### src/logic/refr_pkg.sv
`default_nettype none
package refr_pkg;

    // ------------------------------------------------------------
    // Register byte offsets
    // ------------------------------------------------------------
    localparam logic [7:0] REFR_OFF_EEPROM_WORD    = 8'h48;
    localparam logic [7:0] REFR_OFF_ROM_POINTER    = 8'h4C;
    localparam logic [7:0] REFR_OFF_ROM_PORT       = 8'h50;
    localparam logic [7:0] REFR_OFF_FIFO_DIAG      = 8'h54;
    localparam logic [7:0] REFR_OFF_PAUSE_RELEASE  = 8'h58;
    localparam logic [7:0] REFR_OFF_PAUSE_ASSERT   = 8'h5C;

    // ------------------------------------------------------------
    // Field widths
    // ------------------------------------------------------------
    localparam int REFR_EE_W  = 16;
    localparam int REFR_PTR_W = 16;
    localparam int REFR_ROM_W = 8;
    localparam int REFR_WM_W  = 11;

    // ------------------------------------------------------------
    // Reset values
    // ------------------------------------------------------------
    localparam logic [15:0] REFR_EE_RST           = 16'h0000;
    localparam logic [15:0] REFR_PTR_RST          = 16'h0000;
    localparam logic [7:0]  REFR_ROM_RST          = 8'h00;
    localparam logic        REFR_DIAG_RST         = 1'b0;
    localparam logic [10:0] REFR_WM_RELEASE_RST   = 11'h000;
    localparam logic [10:0] REFR_WM_ASSERT_RST    = 11'h7FF;

    // ------------------------------------------------------------
    // Diagnostic register bit positions
    // ------------------------------------------------------------
    localparam int REFR_DIAG_TEST_BIT = 0;
    localparam int REFR_DIAG_TX_BIT   = 14;
    localparam int REFR_DIAG_RX_BIT   = 15;

    // ------------------------------------------------------------
    // Pause frame values (quantum of 512 ns)
    // ------------------------------------------------------------
    localparam int          REFR_PAUSE_QUANTUM_NS  = 512;
    localparam logic [15:0] REFR_PAUSE_TIME_RELEASE = 16'h0000;
    localparam logic [15:0] REFR_PAUSE_TIME_ASSERT  = 16'hFFFF;

    typedef enum logic [2:0] {
        REFR_IDLE   = 3'b001,
        REFR_ROM_RD = 3'b010,
        REFR_ROM_WR = 3'b100
    } refr_state_t;

endpackage
`default_nettype wire

### src/logic/refr_cross.sv
`timescale 1ns/1ps
`default_nettype none
module refr_cross
    import refr_pkg::*;
(
    input  wire logic ref_clk,
    input  wire logic srst,
    input  wire logic cond,
    input  wire logic serve,
    output logic      fire,
    output logic      pending
);

    logic prev_cond;

    always_ff @(posedge ref_clk) begin
        if (srst) begin
            prev_cond <= 1'b0;
        end else begin
            prev_cond <= cond;
        end
    end

    // Edge only: a held condition never refires until it drops first
    assign fire = cond & ~prev_cond;

    // New crossing beats a serve in the same cycle
    always_ff @(posedge ref_clk) begin
        if (srst) begin
            pending <= 1'b0;
        end else if (fire) begin
            pending <= 1'b1;
        end else if (serve) begin
            pending <= 1'b0;
        end
    end

    chk_single_fire: assert property (@(posedge ref_clk) disable iff (srst)
        fire |=> !fire) else $error("crossing fired twice in a row");
    chk_fire_sets: assert property (@(posedge ref_clk) disable iff (srst)
        fire |=> pending) else $error("crossing not latched");
    chk_rearm_needs_drop: assert property (@(posedge ref_clk) disable iff (srst)
        cond [*2] |-> !fire) else $error("held condition refired");

endmodule
`default_nettype wire

### src/logic/refr_regs.sv
`timescale 1ns/1ps
`default_nettype none
module refr_regs
    import refr_pkg::*;
(
    input  wire logic        ref_clk,
    input  wire logic        srst,
    input  wire logic [7:0]  reg_addr,
    input  wire logic        reg_rd,
    input  wire logic        reg_wr,
    input  wire logic [31:0] reg_wdata,
    output logic [31:0]      reg_rdata,
    output logic             reg_ack,
    output logic             reg_busy,
    output logic [15:0]      eeprom_word_buffer,
    input  wire logic        ee_load,
    input  wire logic [15:0] ee_load_data,
    output logic [15:0]      rom_byte_pointer,
    output logic             rom_req,
    output logic             rom_we,
    output logic [7:0]       rom_wdata,
    input  wire logic [7:0]  rom_rdata,
    input  wire logic        rom_done,
    input  wire logic        external_data_bus_bit3,
    output logic             buffer_ram_diag_mode,
    input  wire logic        mac_transmitting,
    input  wire logic        rx_receiving,
    input  wire logic [10:0] rx_occupancy,
    output logic             pause_valid,
    output logic [15:0]      pause_time,
    input  wire logic        pause_ack
);

    // ------------------------------------------------------------
    // Helpers
    // ------------------------------------------------------------
    function automatic logic [31:0] zext16(input logic [15:0] v);
        zext16 = {16'h0000, v};
    endfunction

    function automatic logic [31:0] zext11(input logic [10:0] v);
        zext11 = {21'h000000, v};
    endfunction

    refr_state_t state;
    refr_state_t next_state;

    logic        take;
    logic        acc_rd;
    logic        acc_wr;
    logic        diag_test;
    logic        strap_diag;
    logic [10:0] wm_release;
    logic [10:0] wm_assert;
    logic        above;
    logic        below;
    logic        on_fire;
    logic        off_fire;
    logic        on_pending;
    logic        off_pending;
    logic        serve_on;
    logic        serve_off;
    logic [31:0] next_rdata;

    // ------------------------------------------------------------
    // Access decode
    // ------------------------------------------------------------
    // Requests while busy are dropped; host must wait for ack
    assign take     = (state == REFR_IDLE);
    assign acc_rd   = take & reg_rd;
    assign acc_wr   = take & reg_wr & ~reg_rd;
    assign reg_busy = ~take;

    // ------------------------------------------------------------
    // Access sequencer
    // ------------------------------------------------------------
    always_comb begin
        next_state = state;
        unique case (state)
            REFR_IDLE: begin
                if (acc_rd && reg_addr == REFR_OFF_ROM_PORT) begin
                    next_state = REFR_ROM_RD;
                end else if (acc_wr && reg_addr == REFR_OFF_ROM_PORT) begin
                    next_state = REFR_ROM_WR;
                end
            end
            REFR_ROM_RD: begin
                if (rom_done) begin
                    next_state = REFR_IDLE;
                end
            end
            REFR_ROM_WR: begin
                if (rom_done) begin
                    next_state = REFR_IDLE;
                end
            end
            default: begin
                next_state = REFR_IDLE;
            end
        endcase
    end

    always_ff @(posedge ref_clk) begin
        if (srst) begin
            state <= REFR_IDLE;
        end else begin
            state <= next_state;
        end
    end

    // ROM is addressed straight from the pointer for the whole access
    assign rom_req = (state == REFR_ROM_RD) | (state == REFR_ROM_WR);
    assign rom_we  = (state == REFR_ROM_WR);

    always_ff @(posedge ref_clk) begin
        if (srst) begin
            rom_wdata <= REFR_ROM_RST;
        end else if (acc_wr && reg_addr == REFR_OFF_ROM_PORT) begin
            rom_wdata <= reg_wdata[7:0];
        end
    end

    // ------------------------------------------------------------
    // EEPROM word buffer
    // ------------------------------------------------------------
    // Controller load wins so a finished read is never overwritten
    always_ff @(posedge ref_clk) begin
        if (srst) begin
            eeprom_word_buffer <= REFR_EE_RST;
        end else if (ee_load) begin
            eeprom_word_buffer <= ee_load_data;
        end else if (acc_wr && reg_addr == REFR_OFF_EEPROM_WORD) begin
            eeprom_word_buffer <= reg_wdata[15:0];
        end
    end

    // ------------------------------------------------------------
    // ROM byte pointer
    // ------------------------------------------------------------
    // Only a host write moves it, port accesses leave it alone
    always_ff @(posedge ref_clk) begin
        if (srst) begin
            rom_byte_pointer <= REFR_PTR_RST;
        end else if (acc_wr && reg_addr == REFR_OFF_ROM_POINTER) begin
            rom_byte_pointer <= reg_wdata[15:0];
        end
    end

    // ------------------------------------------------------------
    // Buffer RAM diagnostics
    // ------------------------------------------------------------
    always_ff @(posedge ref_clk) begin
        if (srst) begin
            diag_test <= REFR_DIAG_RST;
        end else if (acc_wr && reg_addr == REFR_OFF_FIFO_DIAG) begin
            diag_test <= reg_wdata[REFR_DIAG_TEST_BIT];
        end
    end

    // Strap tracked for the whole reset, last value before release holds
    always_ff @(posedge ref_clk) begin
        if (srst) begin
            strap_diag <= ~external_data_bus_bit3;
        end
    end

    // Software cannot clear a strapped test mode
    assign buffer_ram_diag_mode = diag_test | strap_diag;

    // ------------------------------------------------------------
    // Watermarks
    // ------------------------------------------------------------
    always_ff @(posedge ref_clk) begin
        if (srst) begin
            wm_release <= REFR_WM_RELEASE_RST;
        end else if (acc_wr && reg_addr == REFR_OFF_PAUSE_RELEASE) begin
            wm_release <= reg_wdata[REFR_WM_W-1:0];
        end
    end

    always_ff @(posedge ref_clk) begin
        if (srst) begin
            wm_assert <= REFR_WM_ASSERT_RST;
        end else if (acc_wr && reg_addr == REFR_OFF_PAUSE_ASSERT) begin
            wm_assert <= reg_wdata[REFR_WM_W-1:0];
        end
    end

    // Occupancy arrives already in 16-byte units
    assign above = rx_occupancy > wm_assert;
    assign below = rx_occupancy < wm_release;

    refr_cross u_cross_assert (
        .ref_clk (ref_clk),
        .srst    (srst),
        .cond    (above),
        .serve   (serve_on),
        .fire    (on_fire),
        .pending (on_pending)
    );

    refr_cross u_cross_release (
        .ref_clk (ref_clk),
        .srst    (srst),
        .cond    (below),
        .serve   (serve_off),
        .fire    (off_fire),
        .pending (off_pending)
    );

    // ------------------------------------------------------------
    // Pause request to the MAC
    // ------------------------------------------------------------
    // Assert is served first: stopping the far end is the urgent case
    assign serve_on  = ~pause_valid & on_pending;
    assign serve_off = ~pause_valid & ~on_pending & off_pending;

    always_ff @(posedge ref_clk) begin
        if (srst) begin
            pause_valid <= 1'b0;
        end else if (serve_on || serve_off) begin
            pause_valid <= 1'b1;
        end else if (pause_ack) begin
            pause_valid <= 1'b0;
        end
    end

    always_ff @(posedge ref_clk) begin
        if (srst) begin
            pause_time <= REFR_PAUSE_TIME_RELEASE;
        end else if (serve_on) begin
            pause_time <= REFR_PAUSE_TIME_ASSERT;
        end else if (serve_off) begin
            pause_time <= REFR_PAUSE_TIME_RELEASE;
        end
    end

    // ------------------------------------------------------------
    // Read data and acknowledge
    // ------------------------------------------------------------
    always_comb begin
        next_rdata = 32'h0000_0000;
        unique case (reg_addr)
            REFR_OFF_EEPROM_WORD:   next_rdata = zext16(eeprom_word_buffer);
            REFR_OFF_ROM_POINTER:   next_rdata = zext16(rom_byte_pointer);
            REFR_OFF_FIFO_DIAG: begin
                next_rdata[REFR_DIAG_TEST_BIT] = buffer_ram_diag_mode;
                next_rdata[REFR_DIAG_TX_BIT]   = mac_transmitting;
                next_rdata[REFR_DIAG_RX_BIT]   = rx_receiving;
            end
            REFR_OFF_PAUSE_RELEASE: next_rdata = zext11(wm_release);
            REFR_OFF_PAUSE_ASSERT:  next_rdata = zext11(wm_assert);
            default:                next_rdata = 32'h0000_0000;
        endcase
    end

    always_ff @(posedge ref_clk) begin
        if (srst) begin
            reg_rdata <= 32'h0000_0000;
        end else if (state == REFR_ROM_RD && rom_done) begin
            reg_rdata <= {24'h000000, rom_rdata};
        end else if (acc_rd && reg_addr != REFR_OFF_ROM_PORT) begin
            reg_rdata <= next_rdata;
        end
    end

    always_ff @(posedge ref_clk) begin
        if (srst) begin
            reg_ack <= 1'b0;
        end else begin
            reg_ack <= (rom_req & rom_done) |
                       ((acc_rd | acc_wr) & (reg_addr != REFR_OFF_ROM_PORT));
        end
    end

    // ------------------------------------------------------------
    // Checks
    // ------------------------------------------------------------
    chk_ee_host_write: assert property (@(posedge ref_clk) disable iff (srst)
        (acc_wr && reg_addr == REFR_OFF_EEPROM_WORD && !ee_load) |=>
        eeprom_word_buffer == $past(reg_wdata[15:0])) else $error("word buffer write lost");
    chk_ee_load_wins: assert property (@(posedge ref_clk) disable iff (srst)
        ee_load |=> eeprom_word_buffer == $past(ee_load_data)) else $error("eeprom load lost");
    chk_ptr_write: assert property (@(posedge ref_clk) disable iff (srst)
        (acc_wr && reg_addr == REFR_OFF_ROM_POINTER) |=>
        rom_byte_pointer == $past(reg_wdata[15:0])) else $error("pointer write lost");
    chk_ptr_reserved: assert property (@(posedge ref_clk) disable iff (srst)
        (acc_rd && reg_addr == REFR_OFF_ROM_POINTER) |=>
        reg_ack && reg_rdata[31:16] == 16'h0000) else $error("pointer upper bits nonzero");
    chk_rom_read_data: assert property (@(posedge ref_clk) disable iff (srst)
        (state == REFR_ROM_RD && rom_done) |=>
        reg_ack && reg_rdata == {24'h000000, $past(rom_rdata)}) else $error("rom byte not returned");
    chk_rom_write_data: assert property (@(posedge ref_clk) disable iff (srst)
        (acc_wr && reg_addr == REFR_OFF_ROM_PORT) |=>
        rom_req && rom_we && rom_wdata == $past(reg_wdata[7:0])) else $error("rom write not issued");
    chk_ptr_stable: assert property (@(posedge ref_clk) disable iff (srst)
        rom_req |=> $stable(rom_byte_pointer)) else $error("pointer moved during rom access");
    chk_test_mode: assert property (@(posedge ref_clk) disable iff (srst)
        (acc_wr && reg_addr == REFR_OFF_FIFO_DIAG && reg_wdata[REFR_DIAG_TEST_BIT]) |=>
        buffer_ram_diag_mode) else $error("test mode not entered");
    chk_strap_mode: assert property (@(posedge ref_clk)
        (srst && !external_data_bus_bit3) ##1 !srst |-> buffer_ram_diag_mode)
        else $error("strap test mode missed");
    chk_tx_status: assert property (@(posedge ref_clk) disable iff (srst)
        (acc_rd && reg_addr == REFR_OFF_FIFO_DIAG) |=>
        reg_rdata[REFR_DIAG_TX_BIT] == $past(mac_transmitting)) else $error("tx status wrong");
    chk_rx_status: assert property (@(posedge ref_clk) disable iff (srst)
        (acc_rd && reg_addr == REFR_OFF_FIFO_DIAG) |=>
        reg_rdata[REFR_DIAG_RX_BIT] == $past(rx_receiving)) else $error("rx status wrong");
    chk_wm_width: assert property (@(posedge ref_clk) disable iff (srst)
        (acc_rd && reg_addr == REFR_OFF_PAUSE_ASSERT) |=>
        reg_rdata == zext11($past(wm_assert))) else $error("watermark readback wrong");
    chk_release_time: assert property (@(posedge ref_clk) disable iff (srst)
        ($rose(pause_valid) && !$past(on_pending)) |-> pause_time == REFR_PAUSE_TIME_RELEASE)
        else $error("release pause time wrong");
    chk_assert_time: assert property (@(posedge ref_clk) disable iff (srst)
        ($rose(pause_valid) && $past(on_pending)) |-> pause_time == REFR_PAUSE_TIME_ASSERT)
        else $error("assert pause time wrong");
    chk_one_frame: assert property (@(posedge ref_clk) disable iff (srst)
        (pause_valid && pause_ack && !on_pending && !off_pending) |=> !pause_valid)
        else $error("extra pause frame");
    chk_rearm_cross: assert property (@(posedge ref_clk) disable iff (srst)
        (above && $past(above)) |-> !on_fire) else $error("assert trigger refired");

    cov_rom_read:  cover property (@(posedge ref_clk) disable iff (srst) state == REFR_ROM_RD && rom_done);
    cov_rom_write: cover property (@(posedge ref_clk) disable iff (srst) state == REFR_ROM_WR && rom_done);
    cov_pause_on:  cover property (@(posedge ref_clk) disable iff (srst) serve_on);
    cov_pause_off: cover property (@(posedge ref_clk) disable iff (srst) serve_off);

endmodule
`default_nettype wire

### config.mk
export PLATFORM = sky130hd
export DESIGN_NAME = refr_regs
export DESIGN_NICKNAME = d
export VERILOG_FILES = /design/src/logic/refr_pkg.sv /design/src/logic/refr_cross.sv /design/src/logic/refr_regs.sv
export SDC_FILE = /design/constraint.sdc
export NUM_CORES = 1
export LEC_CHECK = 0
export BUFFER_PORTS_ARGS = -buffer_cell sky130_fd_sc_hd__buf_2
export CORE_UTILIZATION = 50
export DETAILED_ROUTE_END_ITERATION = 8
export PLACE_DENSITY = 0.86
export SLEW_MARGIN = 40
export SYNTH_ARGS = -nofsm -noshare
export SYNTH_HDL_FRONTEND = slang
export SYNTH_HIERARCHICAL = 1
export SYNTH_SLANG_ARGS = --single-unit
### constraint.sdc
create_clock -name ref_clk -period 2.24 [get_ports ref_clk]
set_input_delay 0.336 -clock ref_clk [delete_from_list [all_inputs] [get_ports ref_clk]]
set_output_delay 0.336 -clock ref_clk [all_outputs]
set_load 0.1 [all_outputs]
# After elaboration in Yosys (flattened, before gate mapping)
# Cells that the tools add are included.
[word_totals]
ff_bits = 105
in_bits = 85
output_inout_bits = 94
word_cells = 90
[op_classes]
order_cmp = 2
n_eq_ne = 12
muxes = 19
bitwise = 21
reduce_logical = 19
[ops]
columns = ["op", "n"]
rows = [
  ["2-to-1 mux 16 bit", 4],
  ["case mux 13 bit (4 select lines)", 1],
  ["equality test 8 x 7 -> 1 bit (second input constant)", 6],
  ["2-to-1 mux 8 bit", 2],
  ["nonzero test 2 bit", 6],
  ["greater-than comparator 11 bit", 1],
  ["less-than comparator 11 bit", 1],
  ["bitwise AND 1 bit", 10],
  ["logical AND 1 bit", 9],
  ["2-to-1 mux 3 bit", 3],
  ["inequality test 8 x 7 -> 1 bit (second input constant)", 1],
  ["NOT 1 bit", 7],
  ["2-to-1 mux 1 bit", 6],
  ["case mux 2 bit (3 select lines)", 1],
  ["case mux 3 bit (2 select lines)", 1],
  ["case mux 1 bit (5 select lines)", 1],
  ["OR 1 bit", 4],
  ["OR reduction 2 bit", 2],
  ["equality test 3 x 1 -> 1 bit (second input constant)", 1],
  ["equality test 3 x 2 -> 1 bit (second input constant)", 1],
  ["equality test 3 bit (second input constant)", 1],
  ["inequality test 3 x 1 -> 1 bit (second input constant)", 1],
  ["inequality test 2 x 1 -> 1 bit (second input constant)", 1],
  ["AND reduction 2 bit", 1],
  ["logical OR 1 bit", 1],
]

# Longest topological paths before layout
# Gate-level depths: netlist (run 1).
[depth]
ltp_word = 7
depth_mapped = 9
depth_no_buf = 9

# Hierarchy
# Netlist (run 1), hierarchy kept.
[by_module_without_submodules]
columns = ["module", "n_inst", "cells_each", "area_each_um2", "seq_area_each_um2"]
rows = [
  ["refr_regs", 1, 505, 4733.3, 1731.7],
  ["refr_cross", 2, 6, 76.3, 40.0],
]

# Least setup slack after synthesis (run 1)
# No wires, ideal clock.
[synth_path]
path_kind = "reg2out"
from = "register state[2]"
to = "output port rom_we"
arrival_ns = 2.654
t_required_ns = 1.904
setup_slack_ns = -0.750
path_stages_with_launch = 2
path_buffers = 0
path_cell_list = "dfxtp_1 nor3b_1"
[synth_between]
elab_chain_len = 1
[synth_lines]
columns = ["item", "line_no", "text"]
rows = [
  ["start, declared", "refr_regs.sv:45", "refr_state_t state;"],
  ["start signal, assigned", "refr_regs.sv:107", "state <= next_state;"],
  ["equality test 3 bit", "refr_regs.sv:113", "assign rom_we = (state == REFR_ROM_WR);"],
  ["end, declared", "refr_regs.sv:20", "output logic rom_we,"],
]
# Every way passes these cells.

# Worst setup path after layout (run 1)
[layout_path]
from = "register state[0]"
to = "register eeprom_word_buffer[4]"
[layout_between]
elab_chain_len = 5
[layout_lines]
columns = ["item", "line_no", "text"]
rows = [
  ["equality test 3 x 1 -> 1 bit", "refr_regs.sv:69", "assign take = (state == REFR_IDLE);"],
  ["bitwise AND 1 bit (2 in a row)", "refr_regs.sv:71", "assign acc_wr = take & reg_wr & ~reg_rd;"],
  ["logical AND 1 bit", "refr_regs.sv:132", "end else if (acc_wr && reg_addr == REFR_OFF_EEPROM_WORD) begin"],
  ["nonzero test 2 bit (no line)", "n/a", ""],
  ["end signal, assigned", "refr_regs.sv:131", "eeprom_word_buffer <= ee_load_data;"],
  ["end signal, assigned", "refr_regs.sv:133", "eeprom_word_buffer <= reg_wdata[15:0];"],
  ["end, declared", "refr_regs.sv:15", "output logic [15:0] eeprom_word_buffer,"],
]
# Every way passes these cells.
# A chain may end at the register's enable or synchronous reset.

==> results of run 1 <==
## cells by family (layout without fill, tap and decap cells)
family | count (synthesis) | in the layout | share of synthesized area, %
simple gates | 161 | 161 | 19.0
fa+ha+maj | 21 | 21 | 5.38
xor+xnor | 1 | 1 | 0.179
flops | 90 | 90 | 37.1
mux | 59 | 59 | 14.6
buf+inv | 109 | 227 | 11.5
compound gates | 75 | 75 | 12.1
other cells | 1 | 16 | 0.0768
## registers in the layout, indices dropped and copies added (netlist names)
register,count
diag_test,1
eeprom_word_buffer,16
pause_time,1
pause_valid,1
reg_ack,1
reg_rdata,16
rom_byte_pointer,16
rom_wdata,8
state,3
strap_diag,1
u_cross_assert/pending,1
u_cross_assert/prev_cond,1
u_cross_release/pending,1
u_cross_release/prev_cond,1
wm_assert,11
wm_release,11
## worst paths after layout
check                    start                     to  slack (ps)  cells after the start
hold reg to reg   reg_rdata[8]           reg_rdata[8]         470                      1
hold / removal       pause_ack            pause_valid         150                      2
setup / recovery      state[0]  eeprom_word_buffer[4]         300                      6
setup reg to reg      state[0]  eeprom_word_buffer[4]         300                      6
## per-stage QoR
step                std cells  utilization [%]  setup WS (ps)  power [mW]
finish                    779             62.2            301        3.41
global route              779             62.2            157        3.54
CTS                       779             62.2            294        3.43
detailed placement        763             60.1           37.7        2.37
global placement          763             60.1           97.2        2.36
floorplan                 532                -           68.7        2.21
## worst max-delay path: stages, from the launching register on
cell,delay [ps]
dfxtp_1,430
nor3b_4,270
nand3b_4,180
or4_1,430
buf_4,230
nor3_1,160
a2111oi_0,80
## metal layers
| metal | GRT usage (%) | routed length [microns] | vias to the layer above |
|---|---|---|---|
| met3 | 3.54 | 768 | 15 |
| met1 | 32.5 | 5520 | 1997 |
| li1 | - | - | 2034 |
| met2 | 41.7 | 6020 | 157 |
| met4 | 9.14 | 212 | 0 |
| met5 | 0 | 0 | - |
## layout make-up
class                   count  area (sq um)
clock buffers               9           124
clock inverters             7          71.3
fillers                   804          3540
inverters                  50           188
multi-input cells         333          2590
flip-flops and latches     90          1810
well taps                 129           161
repair buffers            161           881
## Yosys cell counts (all sizes together), types with 9 or more instances
cell type	n
dfxtp	89
nor3	52
nor2b	10
a21oi	18
mux4	10
clkbuf	14
nor2	60
nand2	12
o22ai	9
buf	45
mux2i	49
inv	50
ha	21
a2111oi	17
## power groups by stage
stage	Combinational, mW	Clock [mW]	Sequential, mW
after floorplan	0.349	0	1.86
after global placement	0.668	0	1.69
after detailed placement	0.677	0	1.69
after CTS	0.678	1.09	1.65
after global routing	0.718	1.16	1.66
final	0.679	1.08	1.66
==> run summary, run 1 <==
sw frac: 34.5%
async set-reset flop share out of synthesis: 0%
ANT nets after route: 0
first-pass GRT wire length: 19400 microns
Yosys reg bits: 90
post-cts resize count: 0
routed len/inst: 16.1 microns
Min Hold Slack: 148 ps
LEAKAGE: 2.61 nW
Max VDD drop: 366 uV
Crit. End Element: flop
Ant. Diodes: 0
Sw Pwr: 1.18 mW
vias in the first global route: 3931
Final period util: 86.6%
setup bufs post-CTS: 0
initial antenna violation count: 0
clock skew: 16.7 ps
Residual DRC: 0
row cnt: 35
Synthesis Warnings: 6
core box area: 9370 sq um
DIE AREA: 10200 sq um
Avg Vias per Cell: 5.40
number of buffers created by CTS: 9
total iterations of the first detailed-routing run: 4
Die Y: 101 microns
clk_lat worst skew: 360 ps
RSZ-0062 raised after global routing: false
final setup TNS: 0 ps
clock sinks: 90
Via Count: 4203
Area contributors post-synth: dfxtp_1 36%, mux2i_1 10%, ha_1 5.4%
placed inst area: 5630 sq um
routed wire length: 12500 microns
Chip Width: 101 microns
Post-Syn Area: 4890 sq um
fraction of the yosys area taken by sequential cells: 37.1%
gr usage total: 24.8%
Gate power share: 19.9%
post-synth cell types: 49
root buffer cell: clkbuf_8
total grt overflow: 0
Post-DP HPWL: 9640 microns
crit path DAT: 2140 ps
CTS tree: done
share of layout cells above drive strength 1: 34.3%
Fmax: 516 MHz
CP required: 2440 ps
nets@finish: 751
Worst Path Max Fanout: 16
status: finished, final reports clean
Syn Area/Cell: 9.45 sq um
Post-synth EDFFs: 1
final slew viol count: 0
commonest non-fill, non-tap cell in the layout: buf_2
Ports: 179
Crit Path Category: flop to flop
Flop pwr share: 48.5%
power per cell area: 585 nW/um^2
Worst Hold Class: input pin to flop
port bufs: 146
DRT iter0 DRCs: 232
Clk pwr share: 31.6%
commonest cells after routing, fill and taps aside: 146 x buf_2, 89 x dfxtp_1, 59 x nor2_1
Final Setup Violations: 0
Pint: 2.23 mW
leading area contributor after synthesis: dfxtp_1
clk slew on worst S/H paths: 100 ps
Hold Buf Count CTS: 0
largest net degree at the start of global routing: 83
most frequently used flop master after synthesis: dfxtp_1
Synth-to-Final Area Change: 19.3%
Gate Count Post-Synth: 517
Synth top area share: 36.5%
max-cap violation count: 0
Tightest Pin Transition: 547 ps
hold violation total from the final report: 0
CP Launch Type: flop
Slew HR: 63.6%
Starting Density: 52.1%
RD Place Congestion: 0.890
Max Root-Sink Buffers: 2
Post-Layout Inst Area: 5830 sq um
fin crit period: 1940 ps
H-tree levels: 3
(Power assumes the default switching activity.)
==> inputs of run 2 (changes only) <==
==> constraint.sdc (replaced) <==
create_clock -name ref_clk -period 1.8 [get_ports ref_clk]
set_input_delay 0.27 -clock ref_clk [delete_from_list [all_inputs] [get_ports ref_clk]]
set_output_delay 0.27 -clock ref_clk [all_outputs]
set_load 0.1 [all_outputs]
==> run 2 against run 1 <==
The run now ends with setup timing left. Via count grew 8.5%. Critical path type unchanged. Largest cell class unchanged. Final cell count grew 3.2%. Count of clock-buffer cells in the layout grew 2.
==> run summary, run 2 (same netlist as run 1, synthesis figures left out) <==
Residual DRC: 0
placed inst area: 5890 sq um
Worst Path Max Fanout: 7
CP Launch Type: flop
fin crit period: 1930 ps
post-route worst setup slack: -133 ps
Slew HR: 66.0%
DIE AREA: 10200 sq um
Crit Path Category: flop to flop
Starting Density: 52.1%
Clk pwr share: 30.2%
largest net degree at the start of global routing: 68
port bufs: 146
Ant. Diodes: 0
Max Root-Sink Buffers: 2
first-pass GRT wire length: 20200 microns
DP Cell Count: 782
total grt overflow: 0
vias in the first global route: 4164
Fillers: 628
clock sinks: 90
number of buffers created by CTS: 9
Worst Hold Class: input pin to flop
row cnt: 35
DRT iter0 DRCs: 386
clock skew: 21.3 ps
RD Place Congestion: 0.875
Seq. cell area: 1820 sq um
final slew viol count: 0
sw frac: 34.3%
Top Registers: eeprom_word_buffer: 16 flops, reg_rdata: 16 flops, rom_byte_pointer: 16 flops
ANT nets after route: 0
share of layout cells above drive strength 1: 42.5%
total iterations of the first detailed-routing run: 5
CP cell instances: nor3b_4 -> nand3b_4 -> nor4b_4 -> buf_4 -> clkbuf_16 -> mux2i_1 -> nor2_1
slowest cell on the critical path: dfxtp_2
routed len/inst: 18.6 microns
Chip Width: 101 microns
Flop pwr share: 48.1%
Layout Cells excl Fill: 804
core box area: 9370 sq um
Final Setup Violations: 30
max-cap violation count: 0
CTS tree: done
clk_lat worst skew: 380 ps
Tightest Pin Transition: 513 ps
power per cell area: 669 nW/um^2
Fmax: 517 MHz
violated checks: setup timing
Crit. End Element: flop
Pint: 2.82 mW
nets@finish: 776
hold violation total from the final report: 0
initial antenna violation count: 0
Final period util: 107%
LEAKAGE: 2.86 nW
Via Count: 4561
Max VDD drop: 382 uV
Ports: 179
commonest cells after routing, fill and taps aside: 144 x buf_2, 82 x dfxtp_1, 58 x nor2_1
Gate power share: 21.8%
Avg Vias per Cell: 5.67
status: finished with violations
routed wire length: 15000 microns
Die Y: 101 microns
max incr delay on CP: 340 ps
RSZ-0062 raised after global routing: true
commonest non-fill, non-tap cell in the layout: buf_2
CP required: 2050 ps
Place WS: -218 ps
Post-DP HPWL: 10000 microns
Multi-input gate area: 2900 sq um
Post-Layout Inst Area: 6420 sq um
clk slew on worst S/H paths: 90 ps
Sw Pwr: 1.47 mW
Synth-to-Final Area Change: 31.4%
H-tree levels: 3
crit path DAT: 2190 ps
root buffer cell: clkbuf_8
gr usage total: 25.9%
run 2: metal layers:
layer | vias to the layer above | GRT usage (%) | share of wire (%)
met3 | 65 | 5.89 | 8.2
met4 | 0 | 11.3 | 4.5
li1 | 2085 | - | -
met2 | 260 | 43.8 | 49
met5 | - | 0 | 0
met1 | 2151 | 31.6 | 39
run 2: worst paths after layout:
kind                                     from              endpoint  slack [ps]  cells after the start
worst max-delay path                 state[2]  rom_byte_pointer[11]        -130                      7
worst min-delay path                pause_ack           pause_valid          80                      2
worst max register to register       state[2]  rom_byte_pointer[11]        -130                      7
worst min register to register  reg_rdata[13]         reg_rdata[13]         470                      1
run 2: layout make-up:
cell class	instances	area share [%]
clock buffers	11	2.20
clock inverters	5	0.604
inverters	50	2.92
multi-input cells	333	45.1
flip-flops and latches	90	28.4
well taps	129	2.51
repair buffers	186	18.3
run 2: power by group through the flow:
| stage | Sequential (mW) | Combinational [mW] | Clock, mW |
|---|---|---|---|
| after floorplan | 2.32 | 0.439 | 0 |
| after global placement | 2.10 | 0.855 | 0 |
| after detailed placement | 2.11 | 0.872 | 0 |
| after CTS | 2.06 | 0.877 | 1.29 |
| after global routing | 2.07 | 0.978 | 1.38 |
| final | 2.07 | 0.936 | 1.30 |
run 2: through the flow:
stage / utilization, % / hold WS, ps / power [mW] / setup TNS [ps]
after floorplan: - / 342 / 2.76 / -978
after global placement: 62.9 / 439 / 2.96 / -3830
after detailed placement: 62.9 / 444 / 2.98 / -4590
after CTS: 65.3 / 68.4 / 4.23 / -8.45
after global routing: 68.5 / 71.6 / 4.43 / -4960
final: 68.5 / 81.2 / 4.30 / -1630
run 2: critical path: cells and delay by family (launching register included):
| kind | cells | cell delay [ps] |
|---|---|---|
| simple gates | 4 | 890 |
| flops | 1 | 340 |
| mux | 1 | 220 |
| buf+inv | 2 | 390 |
run 2: repair_timing:
item                       in CTS  in global routing
setup endpoints to repair       9                 48
setup buffers                   0                  4
pin swaps                       6                 26
hold buffers                    0                  0
gates resized for setup        10                 48
cloned                          0                  2
==> inputs of run 3 (changes only) <==
--- a/config.mk
+++ b/config.mk
@@ -9,6 +9,7 @@
 export CORE_UTILIZATION = 50
 export DETAILED_ROUTE_END_ITERATION = 8
 export PLACE_DENSITY = 0.86
+export SKIP_LAST_GASP = 1
 export SLEW_MARGIN = 40
 export SYNTH_ARGS = -nofsm -noshare
 export SYNTH_HDL_FRONTEND = slang
==> run 3 against run 2 <==
The flow still finishes with violations (setup timing). Via count up 0.46%. Final cell count unchanged. Combinational power about the same. Critical endpoint unchanged. Largest power group unchanged.
==> run summary, run 3 (same netlist as run 1, synthesis figures left out) <==
DRT iter0 DRCs: 310
port bufs: 146
CTS tree: done
clk slew on worst S/H paths: 90 ps
CP required: 2050 ps
power per cell area: 670 nW/um^2
Seq. cell area: 1820 sq um
RD Place Congestion: 0.875
row cnt: 35
crit path DAT: 2150 ps
Fmax: 525 MHz
number of buffers created by CTS: 9
initial antenna violation count: 0
clock skew: 22.6 ps
RSZ-0062 raised after global routing: true
Post-DP HPWL: 10000 microns
Via Count: 4582
Chip Width: 101 microns
H-tree levels: 3
clk_lat worst skew: 380 ps
Worst Hold Class: input pin to flop
Starting Density: 52.1%
max-cap violation count: 0
Top Registers: eeprom_word_buffer: 16 flops, reg_rdata: 16 flops, rom_byte_pointer: 16 flops
Multi-input gate area: 2890 sq um
vias in the first global route: 4161
Worst Path Max Fanout: 7
routed wire length: 15000 microns
status: finished with violations
post-route worst setup slack: -103 ps
root buffer cell: clkbuf_8
Max VDD drop: 351 uV
fin crit period: 1900 ps
Max Root-Sink Buffers: 2
nets@finish: 776
ANT nets after route: 0
largest net degree at the start of global routing: 68
gr usage total: 25.9%
CP cell instances: nor3b_4 -> nand3b_4 -> nor4b_4 -> buf_4 -> clkbuf_16 -> mux2i_1 -> nor2_1
Power Total: 4.30 mW
commonest cells after routing, fill and taps aside: 144 x buf_2, 82 x dfxtp_1, 58 x nor2_1
Post-Layout Inst Area: 6410 sq um
Fillers: 634
final slew viol count: 0
slowest cell on the critical path: dfxtp_2
routed len/inst: 18.6 microns
core box area: 9370 sq um
Ports: 179
Die Y: 101 microns
violated checks: setup timing
max incr delay on CP: 340 ps
Final period util: 106%
Top Family by Delay on Critical Path: simple AND/OR/NAND/NOR gates
DIE AREA: 10200 sq um
Ant. Diodes: 0
total iterations of the first detailed-routing run: 5
Final Setup Violations: 27
Synth-to-Final Area Change: 31.2%
Avg Vias per Cell: 5.70
share of layout cells above drive strength 1: 42.5%
Tightest Pin Transition: 514 ps
clock sinks: 90
Residual DRC: 0
first-pass GRT wire length: 20200 microns
total grt overflow: 0
CP Launch Type: flop
placed inst area: 5890 sq um
hold violation total from the final report: 0
LEAKAGE: 2.85 nW
Slew HR: 66.0%
Hold Buf Count CTS: 0
Crit Path Category: flop to flop
Crit. End Element: flop
commonest non-fill, non-tap cell in the layout: buf_2
Buf/Inv on CP: 2
==> run 3: path summary, 6_finish.rpt <==
check        slack, ps           from                   end  depth (start not counted)
max               -100       state[2]  rom_byte_pointer[11]                          7
min                 80      pause_ack           pause_valid                          2
max reg2reg       -100       state[2]  rom_byte_pointer[11]                          7
min reg2reg        470  reg_rdata[13]         reg_rdata[13]                          1
==> run 3: area by class of cell <==
cell class,count,share of cell area [%]
multi-input combinational,333,45.0
sequential,90,28.4
timing repair buffer,186,18.3
inverter,50,2.93
tap,129,2.52
clock buffer,11,2.21
clock inverter,5,0.605
==> run 3: per-layer routing <==
metal / track usage, % / up-vias / wire length (microns)
met5: 0 / - / 0
met4: 11.3 / 0 / 682
met3: 5.89 / 59 / 1230
met2: 43.8 / 274 / 7380
met1: 31.5 / 2162 / 5670
li1: - / 2087 / -
==> run 3: power breakdown <==
part | internal [mW] | switching (mW) | total [mW] | leakage [nW]
Combinational | 0.246 | 0.688 | 0.934 | 2.02
Sequential | 2.03 | 0.0355 | 2.07 | 0.733
Clock | 0.548 | 0.748 | 1.30 | 0.0899
==> run 3: repair_timing <==
| item | CTS | global route |
|---|---|---|
| pin swaps | 5 | 26 |
| setup buffers | 0 | 4 |
| setup endpoints to repair | 9 | 48 |
| hold endpoints to repair | 0 | 0 |
| gates resized for setup | 10 | 47 |
| gates cloned | 0 | 2 |
==> run 3: worst register-to-register path, cell delays in order, from the launching register on <==
cell	delay, ps
dfxtp_2	340
nor3b_4	280
nand3b_4	190
nor4b_4	310
buf_4	210
clkbuf_16	180
mux2i_1	220
nor2_1	70
==> run 3: metrics by stage <==
| stage | hold slack (ps) | instances | util (%) | worst slack [ps] | TNS [ps] |
|---|---|---|---|---|---|
| floorplan | 342 | 532 | - | -130 | -978 |
| global placement | 439 | 782 | 62.9 | -170 | -3830 |
| detailed placement | 444 | 782 | 62.9 | -218 | -4590 |
| CTS | 68.4 | 798 | 65.3 | -16.9 | -16.9 |
| global route | 72.2 | 804 | 68.4 | -218 | -4090 |
| finish | 79.9 | 804 | 68.4 | -103 | -1070 |
